**config.mk**
```make
export PLATFORM = sky130hd
export DESIGN_NAME = wdg_core
export DESIGN_NICKNAME = d
export VERILOG_FILES = /design/src/design/wdg_pkg.sv /design/src/design/wdg_tick_sync.sv /design/src/design/wdg_core.sv
export SDC_FILE = /design/constraint.sdc
export NUM_CORES = 1
export LEC_CHECK = 0
export BUFFER_PORTS_ARGS = -buffer_cell sky130_fd_sc_hd__buf_2
export CAP_MARGIN = 20
export CORE_MARGIN = 2
export CORE_UTILIZATION = 65
export CTS_BUF_LIST = sky130_fd_sc_hd__clkbuf_8
export DETAILED_ROUTE_END_ITERATION = 10
export PLACE_DENSITY_LB_ADDON = 0.25
export REMOVE_ABC_BUFFERS = 1
export SYNTH_ARGS = -nofsm -noshare
export SYNTH_HDL_FRONTEND = slang
export SYNTH_HIERARCHICAL = 1
export SYNTH_SLANG_ARGS = --single-unit
```
**constraint.sdc**
```tcl
create_clock -name clock_i -period 8.07 [get_ports clock_i]
set_input_delay 0.807 -clock clock_i [delete_from_list [all_inputs] [get_ports clock_i]]
set_output_delay 0.807 -clock clock_i [all_outputs]
set_load 0.1 [all_outputs]
```
**src/design/wdg_pkg.sv**
```systemverilog
// Constants, types and helpers shared by the watchdog core and its tick sampler.
// Assumes a 10 MHz system clock and an 8-bit register port with an 8-bit address.
package wdg_pkg;

  // ==========================================================================
  // Clock figures
  // ==========================================================================
  localparam int unsigned SYS_CLK_HZ    = 10_000_000;
  localparam int unsigned RC_CLK_HZ     = 10_000;
  localparam int unsigned TA_WINDOW_NS  = 400;
  localparam int unsigned TA_WINDOW_CYC = (TA_WINDOW_NS * (SYS_CLK_HZ / 1_000_000)) / 1000;

  // ==========================================================================
  // Register offsets
  // ==========================================================================
  localparam logic [7:0] ADDR_RESET_CONTROL = 8'hab;
  localparam logic [7:0] ADDR_MAIN_CONTROL  = 8'hd8;
  localparam logic [7:0] ADDR_IRQ_ENABLE    = 8'he8;
  localparam logic [7:0] ADDR_TIMED_ACCESS  = 8'hc7;

  // ==========================================================================
  // Field positions
  // ==========================================================================
  localparam int unsigned BIT_ENABLE      = 7;
  localparam int unsigned BIT_CLEAR       = 6;
  localparam int unsigned BIT_TIMEOUT     = 5;
  localparam int unsigned BIT_RUN_LP      = 4;
  localparam int unsigned BIT_RESET_FLAG  = 3;
  localparam int unsigned BIT_PS_HI       = 2;
  localparam int unsigned BIT_RST_EN      = 0;
  localparam int unsigned BIT_TIMEOUT_IRQ = 4;

  // ==========================================================================
  // Reset values, keys and counts
  // ==========================================================================
  localparam logic [7:0]  RESET_BYTE     = 8'h00;
  localparam logic [2:0]  PS_RESET       = 3'h0;
  localparam logic [7:0]  TA_KEY_FIRST   = 8'haa;
  localparam logic [7:0]  TA_KEY_SECOND  = 8'h55;
  localparam int unsigned BASE_SHIFT     = 6;
  localparam int unsigned CNT_W          = 14;
  localparam int unsigned GRACE_TICKS    = 512;
  localparam int unsigned GRACE_W        = 9;
  localparam logic [GRACE_W-1:0] GRACE_LAST = 9'h1ff;
  localparam logic [CNT_W-1:0]   CNT_ZERO   = 14'h0000;

  typedef enum logic [1:0] {
    WDG_TA_LOCKED,
    WDG_TA_FIRST_SEEN,
    WDG_TA_OPEN
  } wdg_ta_t;

  // Last count before time-out for a prescale code: 64 times 1, 2, 8 .. 256, minus one.
  function automatic logic [CNT_W-1:0] wdg_last_count(input logic [2:0] ps);
    logic [3:0] shift;
    shift = 4'h0;
    unique case (ps)
      3'h0: shift = 4'h6;
      3'h1: shift = 4'h7;
      3'h2: shift = 4'h9;
      3'h3: shift = 4'ha;
      3'h4: shift = 4'hb;
      3'h5: shift = 4'hc;
      3'h6: shift = 4'hd;
      3'h7: shift = 4'he;
    endcase
    return CNT_W'((15'h0001 << shift) - 15'h0001);
  endfunction : wdg_last_count

endpackage : wdg_pkg

```
**src/design/wdg_tick_sync.sv**
```systemverilog
// Turns the free-running low-speed RC clock pin into one-cycle ticks on the system clock.
// Assumes the RC clock is far slower than the system clock.
`timescale 1ns/100ps
module wdg_tick_sync
  import wdg_pkg::*;
(
  input  wire logic clock_i,
  input  wire logic reset_i,
  input  wire logic rc_clk_i,
  output logic      tick_o
);

  logic meta_r;
  logic sync_r;
  logic prev_r;

  // ==========================================================================
  // Two-stage synchroniser and rising-edge detector
  // ==========================================================================
  always_ff @(posedge clock_i) begin
    if (reset_i) begin
      meta_r <= 1'b0;
      sync_r <= 1'b0;
      prev_r <= 1'b0;
    end else begin
      meta_r <= rc_clk_i;
      sync_r <= meta_r;
      prev_r <= sync_r;
    end
  end

  assign tick_o = sync_r && !prev_r;

endmodule : wdg_tick_sync

```
**src/design/wdg_core.sv**
```systemverilog
// Watchdog counter with prescaled time-out, interrupt flag, wake-up and reset grace window.
// Assumes a synchronous register port, a separate power-on reset input and CPU mode inputs
// driven from the same clock domain.
//
// Notes on behaviour
// - Writing one to the clear bit zeroes the counter; the bit reads zero.
// - Clearing the enable bit stops the watchdog and zeroes its counter.
// - With enable set the counter advances on each low-speed RC clock.
// - Prescale code selects time-out of 64 clocks times 1,2,8,16,32,64,128,256.
// - An expired interval sets the time-out flag in hardware.
// - Interrupt request is flag AND the enable bit 4 of the interrupt enable register.
// - Every time-out gives a wake-up pulse out of idle or power-down.
// - With reset enable set, 512 RC clocks after time-out without clear reset the system.
// - Reset flag set by watchdog reset, cleared by power-on only, software may clear.
// - Every reset loads the enable bit with the inverse of the configuration bit.
// - Counter holds in low-power modes unless run-in-low-power is set.
// - Entering or leaving idle or power-down zeroes the counter.
// - Run-in-low-power and prescale survive all resets except power-on.
// - Reset enable sits in bit 0 of the reset control register, power-on cleared.
// - Both control registers need a timed-access unlock; other writes are ignored.
// - Counting uses the RC clock pin, sampled into one-cycle ticks on the system clock.
`timescale 1ns/100ps
module wdg_core
  import wdg_pkg::*;
#(
  parameter int unsigned TA_WINDOW = TA_WINDOW_CYC
)
(
  input  wire logic       clock_i,
  input  wire logic       reset_i,
  input  wire logic       por_i,
  input  wire logic       rc_clk_i,
  input  wire logic       config_watchdog_disable_i,
  input  wire logic       cpu_idle_i,
  input  wire logic       cpu_powerdown_i,
  input  wire logic [7:0] addr_i,
  input  wire logic [7:0] wdata_i,
  input  wire logic       wr_i,
  input  wire logic       rd_i,
  output logic      [7:0] rdata_o,
  output logic            irq_o,
  output logic            wake_o,
  output logic            sys_reset_o
);

  // ==========================================================================
  // State
  // ==========================================================================
  typedef struct packed {
    logic               watchdog_enable;
    logic               run_in_low_power;
    logic               timeout_flag;
    logic               watchdog_reset_flag;
    logic [2:0]         prescale_select;
    logic               reset_on_timeout_enable;
    logic [7:0]         irq_enable_reg;
    logic [CNT_W-1:0]   count;
    logic               grace_active;
    logic [GRACE_W-1:0] grace;
    wdg_ta_t            ta_state;
    logic [2:0]         ta_cnt;
    logic               low_power_prev;
    logic               wake;
    logic               sys_reset;
    logic [7:0]         rdata;
  } wdg_state_t;

  wdg_state_t st_r;
  wdg_state_t st_nxt;

  logic tick;
  logic low_power;
  logic unlocked;
  logic wr_main;
  logic wr_main_ok;
  logic wr_rst_ok;
  logic clear_req;
  logic run;
  logic timeout;
  logic grace_expire;

  // ==========================================================================
  // RC clock sampling
  // ==========================================================================
  wdg_tick_sync u_tick (
    .clock_i  (clock_i),
    .reset_i  (por_i),
    .rc_clk_i (rc_clk_i),
    .tick_o   (tick)
  );

  // ==========================================================================
  // Decodes
  // ==========================================================================
  assign low_power    = cpu_idle_i || cpu_powerdown_i;
  assign unlocked     = (st_r.ta_state == WDG_TA_OPEN);
  assign wr_main      = wr_i && (addr_i == ADDR_MAIN_CONTROL);
  assign wr_main_ok   = wr_main && unlocked;
  assign wr_rst_ok    = wr_i && (addr_i == ADDR_RESET_CONTROL) && unlocked;
  assign clear_req    = (wr_main_ok && wdata_i[BIT_CLEAR])
                     || (wr_main_ok && !wdata_i[BIT_ENABLE])
                     || (low_power != st_r.low_power_prev);
  assign run          = st_r.watchdog_enable && tick && (!low_power || st_r.run_in_low_power);
  // Greater-or-equal catches a count left above a newly chosen shorter interval.
  assign timeout      = run && !clear_req && (st_r.count >= wdg_last_count(st_r.prescale_select));
  assign grace_expire = run && !clear_req && st_r.grace_active && (st_r.grace == GRACE_LAST);

  // ==========================================================================
  // Next state
  // ==========================================================================
  always_comb begin
    st_nxt      = st_r;
    st_nxt.wake = 1'b0;
    st_nxt.sys_reset = 1'b0;
    st_nxt.low_power_prev = low_power;

    // Timed-access unlock sequencer.
    if (st_r.ta_state != WDG_TA_LOCKED) begin
      st_nxt.ta_cnt = st_r.ta_cnt + 3'h1;
      if (32'(st_r.ta_cnt) + 1 >= TA_WINDOW) begin
        st_nxt.ta_state = WDG_TA_LOCKED;
      end
    end
    if (wr_i) begin
      if (addr_i == ADDR_TIMED_ACCESS && wdata_i == TA_KEY_FIRST) begin
        st_nxt.ta_state = WDG_TA_FIRST_SEEN;
        st_nxt.ta_cnt   = 3'h0;
      end else if (addr_i == ADDR_TIMED_ACCESS && wdata_i == TA_KEY_SECOND
                   && st_r.ta_state == WDG_TA_FIRST_SEEN) begin
        st_nxt.ta_state = WDG_TA_OPEN;
        st_nxt.ta_cnt   = 3'h0;
      end else begin
        st_nxt.ta_state = WDG_TA_LOCKED;
      end
    end

    // Register writes.
    if (wr_main_ok) begin
      st_nxt.watchdog_enable     = wdata_i[BIT_ENABLE];
      st_nxt.timeout_flag        = wdata_i[BIT_TIMEOUT];
      st_nxt.run_in_low_power    = wdata_i[BIT_RUN_LP];
      st_nxt.watchdog_reset_flag = wdata_i[BIT_RESET_FLAG];
      st_nxt.prescale_select     = wdata_i[BIT_PS_HI:0];
    end
    if (wr_rst_ok) begin
      st_nxt.reset_on_timeout_enable = wdata_i[BIT_RST_EN];
    end
    if (wr_i && addr_i == ADDR_IRQ_ENABLE) begin
      st_nxt.irq_enable_reg = wdata_i;
    end

    // Counter, time-out and grace window.
    if (clear_req) begin
      st_nxt.count        = CNT_ZERO;
      st_nxt.grace_active = 1'b0;
      st_nxt.grace        = '0;
    end else if (run) begin
      if (timeout) begin
        st_nxt.count        = CNT_ZERO;
        st_nxt.timeout_flag = 1'b1;
        st_nxt.wake         = 1'b1;
        if (st_r.reset_on_timeout_enable && !st_r.grace_active) begin
          st_nxt.grace_active = 1'b1;
          st_nxt.grace        = '0;
        end
      end else begin
        st_nxt.count = st_r.count + 14'h0001;
      end
      if (st_r.grace_active) begin
        if (grace_expire) begin
          st_nxt.sys_reset           = 1'b1;
          st_nxt.watchdog_reset_flag = 1'b1;
          st_nxt.grace_active        = 1'b0;
          st_nxt.grace               = '0;
        end else begin
          st_nxt.grace = st_r.grace + 9'h001;
        end
      end
    end

    // Read data, valid only in the cycle after the read strobe.
    st_nxt.rdata = RESET_BYTE;
    if (rd_i) begin
      unique case (addr_i)
        ADDR_MAIN_CONTROL: st_nxt.rdata = {st_r.watchdog_enable, 1'b0, st_r.timeout_flag,
                                           st_r.run_in_low_power, st_r.watchdog_reset_flag,
                                           st_r.prescale_select};
        ADDR_RESET_CONTROL: st_nxt.rdata = {7'h00, st_r.reset_on_timeout_enable};
        ADDR_IRQ_ENABLE:    st_nxt.rdata = st_r.irq_enable_reg;
        default:            st_nxt.rdata = RESET_BYTE;
      endcase
    end

    // Resets: power-on clears all but the enable bit and low_power_prev, other resets keep the retained fields.
    if (por_i) begin
      st_nxt = '0;
      st_nxt.prescale_select = PS_RESET;
      st_nxt.watchdog_enable = !config_watchdog_disable_i;
      st_nxt.low_power_prev  = low_power;
      st_nxt.ta_state        = WDG_TA_LOCKED;
    end else if (reset_i) begin
      st_nxt.watchdog_enable = !config_watchdog_disable_i;
      st_nxt.timeout_flag    = 1'b0;
      st_nxt.irq_enable_reg  = RESET_BYTE;
      st_nxt.count           = CNT_ZERO;
      st_nxt.grace_active    = 1'b0;
      st_nxt.grace           = '0;
      st_nxt.ta_state        = WDG_TA_LOCKED;
      st_nxt.ta_cnt          = 3'h0;
      st_nxt.wake            = 1'b0;
      st_nxt.sys_reset       = 1'b0;
      st_nxt.rdata           = RESET_BYTE;
    end
  end

  always_ff @(posedge clock_i) begin
    st_r <= st_nxt;
  end

  // ==========================================================================
  // Outputs
  // ==========================================================================
  assign rdata_o     = st_r.rdata;
  assign irq_o       = st_r.timeout_flag && st_r.irq_enable_reg[BIT_TIMEOUT_IRQ];
  assign wake_o      = st_r.wake;
  assign sys_reset_o = st_r.sys_reset;
endmodule : wdg_core

```
==> metrics.md <==
| Metric | Value |
|---|---|
| Outcome | complete, no violations |
| Ant. Diodes | 0 |
| Peak VDD IR | 0.1411 mV |
| Total grt overflow | 0 |
| Post-synthesis sequential area ratio | 38.40% |
| CTS Root Cell | clkbuf_8 |
| Deepest clock path buffer count | 2 |
| Slew headroom | 56.12% |
| Crit. End Element | flip-flop |
| Crit path max fanout | 12 |
| Die X | between 70 and 80 µm |
| Critical Path Start Type | flip-flop |
| Mapped Area | around 3300 µm² |
| Non-filler cells, final | between 400 and 500 |
| RSZ-0062 raised after global routing | false |
| WL final | 6942 µm |
| Combinational cell fraction of total power | under 10% |
| Initial DRC Count | around 170 |
| CTS Hold Bufs | 0 |
| Final hold viol count | 0 |
| Setup TNS | 0 ns |
| Slew at the pin closest to its max-slew limit | 0.6499 ns |
| Min cycle time layout | 3.631 ns |
| DRC Markers | 0 |
| Largest net degree at the start of global routing | 14 |
| Max-Cap Viols | 0 |
| Final setup viols | 0 |
| Initial antenna violation count | 0 |
| Number of global-route vias before repair | roughly 2500 |
| DP Wirelength | between 4000 and 5000 µm |
| Complex-gate fraction of the synthesized area | between 10% and 20% |
| Hold Crit Class | reg -> reg |
| Dpl cells | roughly 450 |
| Hold WS | around 0.45 ns |
| Die area | roughly 5700 µm² |
| Mux contribution to synthesized area | 5.971% |
| Total Nets Final | 442 |
| Placement Setup Slack | ~4.5 ns |
| DR vias | between 2000 and 3000 |
| Main flop type after synthesis | dfxtp_1 |
| Core Footprint | ~4800 µm² |
| Routed Antenna Nets | 0 |
| Placement Cell Area | approximately 3500 µm² |
| Tot Pwr | roughly 650 µW |
| # resized after CTS | 0 |
| Most frequent cell after synthesis | dfxtp_1 |
| Postcts setup bufs | 0 |
| Clk network pwr share | roughly half |
| Worst EP required | roughly 8.3 ns |
| XOR/XNOR Fraction of Synth Area | under 10% |
| Area Overhead vs Synth | 11.87% |
| CTS tree | built |
| Clock skew | about 0.0075 ns |
| Synthesis Warnings | 6 |
| Mapped Cells | between 300 and 400 |
| Clock transition at the registers of the reported paths | roughly 0.07 ns |
| Switching Power | approximately 150 µW |
| Final WS setup | between 4 and 5 ns |
| Simple-gate share of the synthesized area | between 20% and 30% |
| Initial core utilization | 68.73% |
| Post-layout instance area | approximately 3700 µm² |
| Sw frac | 22.55% |
| Gr usage total | 27.15% |
| Final GP Congestion | 0.9085 |
| Pins Over Slew Limit | 0 |
| Global-route wire length before repair | between 10000 and 15000 µm |
| Commonest cells in the netlist | dfxtp_1 (62), nor2_1 (53), nand2_1 (25), ha_1 (21), a21oi_1 (20) |
| EDFF count, synth | 1 |
| Pint | about 510 µW |
| First-pass iteration count of the detailed router | 4 |
| Largest area contributor in the netlist | dfxtp_1 |
| Skew-Pair Late Insertion Delay | ~0.35 ns |
| WL/cell | roughly 15 µm |
| Largest cells by area after synthesis | dfxtp_1 (37%), ha_1 (7.9%), nor2_1 (6.0%), mux2i_1 (4.8%), xor2_1 (3.7%) |
| Period Utilization, post-route | 44.99% |
| Asr flop ratio synth | 0% |
| Cell variety after synth | 65 |
| Vias per inst | around 5.7 |
| Largest family of logic cells by synthesized area | simple AND/OR/NAND/NOR gates |
| Pwr Density | approximately 180 nW/µm² |
| Total CTS buffers | 9 |
| Num rows | 25 |
| Yosys reg bits | 63 |
| Filler instances | ~370 |
| Vert. Die Dim | 75.37 µm |
| Layout cells sized above 1 | between 10% and 20% |
| Sink Count | 63 |
| Max Freq | 275.4 MHz |
| Crit path kind | reg -> reg |
| H-tree depth | 3 |
| PortBufs | 35 |
| Top Ports | 36 |
| Post-synth top area share | around 37% |
| Post-Syn Area per Cell | about 9 µm² |
| CP Data Arrival Time | between 3 and 4 ns |
| Final Core Density | 76.88% |
| Pleak | 1.524 nW |
| Post-synthesis adder-cell area fraction | roughly 8% |
| Part of the power in registers | 48.0% |
==> power groups by stage <==
stage / Sequential (mW) / Clock [mW] / Combinational, mW
2_1_floorplan: 0.321 / 0 / 0.0110
3_3_place_gp: 0.321 / 0 / 0.0229
3_5_place_dp: 0.321 / 0 / 0.0237
4_1_cts: 0.314 / 0.318 / 0.0241
5_1_grt: 0.314 / 0.329 / 0.0265
6_report: 0.314 / 0.315 / 0.0242
==> cell families (layout without fill, tap and decap cells) <==
| kind of cell | count (synthesis) | after routing |
|---|---|---|
| AOI/OAI and AO/OA | 63 | 63 |
| xor gates and xnor gates | 17 | 17 |
| adders and majority gates | 21 | 21 |
| buffers and inverters | 24 | 59 |
| DFF | 63 | 63 |
| muxes | 18 | 18 |
| and+or+nand+nor | 160 | 160 |
==> layout make-up <==
type / instances / area, µm² / area share (%)
multi-input cells: 279 / 1909 / 51.55
flip-flops and latches: 63 / 1271 / 34.32
repair buffers: 36 / 182.7 / 4.932
clock buffers: 10 / 137.6 / 3.716
clock inverters: 6 / 92.59 / 2.500
well taps: 67 / 83.83 / 2.264
inverters: 7 / 26.28 / 0.7095
==> worst max-delay path: stages (launching register included) <==
cell	delay [ns]
dfxtp_1	0.41
or2_2	0.34
or3_1	0.35
ha_1	0.28
nor4b_1	0.27
a21oi_1	0.08
o22a_1	0.19
ha_1	0.27
nand4_1	0.10
nor2_1	0.15
o311ai_0	0.24
a211oi_2	0.49
nor2_2	0.09
a31o_2	0.26
==> cell usage in the layout (no fill, tap or decap), drive strengths merged, types with 2 or more instances in the layout <==
master / count
nand3b: 3
or4bb: 2
and3: 4
and2: 9
nand4: 6
buf: 36
o21ai: 8
dfxtp: 62
nand2: 28
clkbuf: 10
xnor2: 3
a22oi: 8
nand3: 10
nand4b: 2
xor2: 14
a21oi: 20
ha: 21
nor2b: 5
or2: 4
a211oi: 2
a31o: 3
or4: 2
mux2i: 17
nor2: 57
nand2b: 5
and4: 2
a22o: 2
inv: 8
clkinvlp: 2
a21o: 5
bufinv: 2
o22ai: 2
nor3: 15
==> state kept, by name, summed over array words and instances, names as in the netlist, named ones only <==
register,count
u_tick/sync_r,1
rdata_o,8
u_tick/prev_r,1
wake_o,1
sys_reset_o,1
u_tick/meta_r,1
st_r,46
==> final timing paths <==
check / start / end / slack [ns] / cells past startpoint
hold / removal: u_tick/meta_r / u_tick/sync_r / 0.45 / 1
hold reg to reg: u_tick/meta_r / u_tick/sync_r / 0.45 / 1
setup / recovery: flip-flop / st_r[20] / 4.44 / 13
setup reg to reg: flip-flop / st_r[20] / 4.44 / 13
==> layer usage <==
metal / wire length (µm) / vias to the layer above / track usage (%)
li1: - / 1362 / -
met1: 3289 / 1248 / 35.98
met2: 3259 / 53 / 43.29
met3: 257 / 13 / 5.291
met4: 136 / 0 / 11.89
met5: 0 / - / 0
No activity file was read; power rests on OpenSTA's default activity.
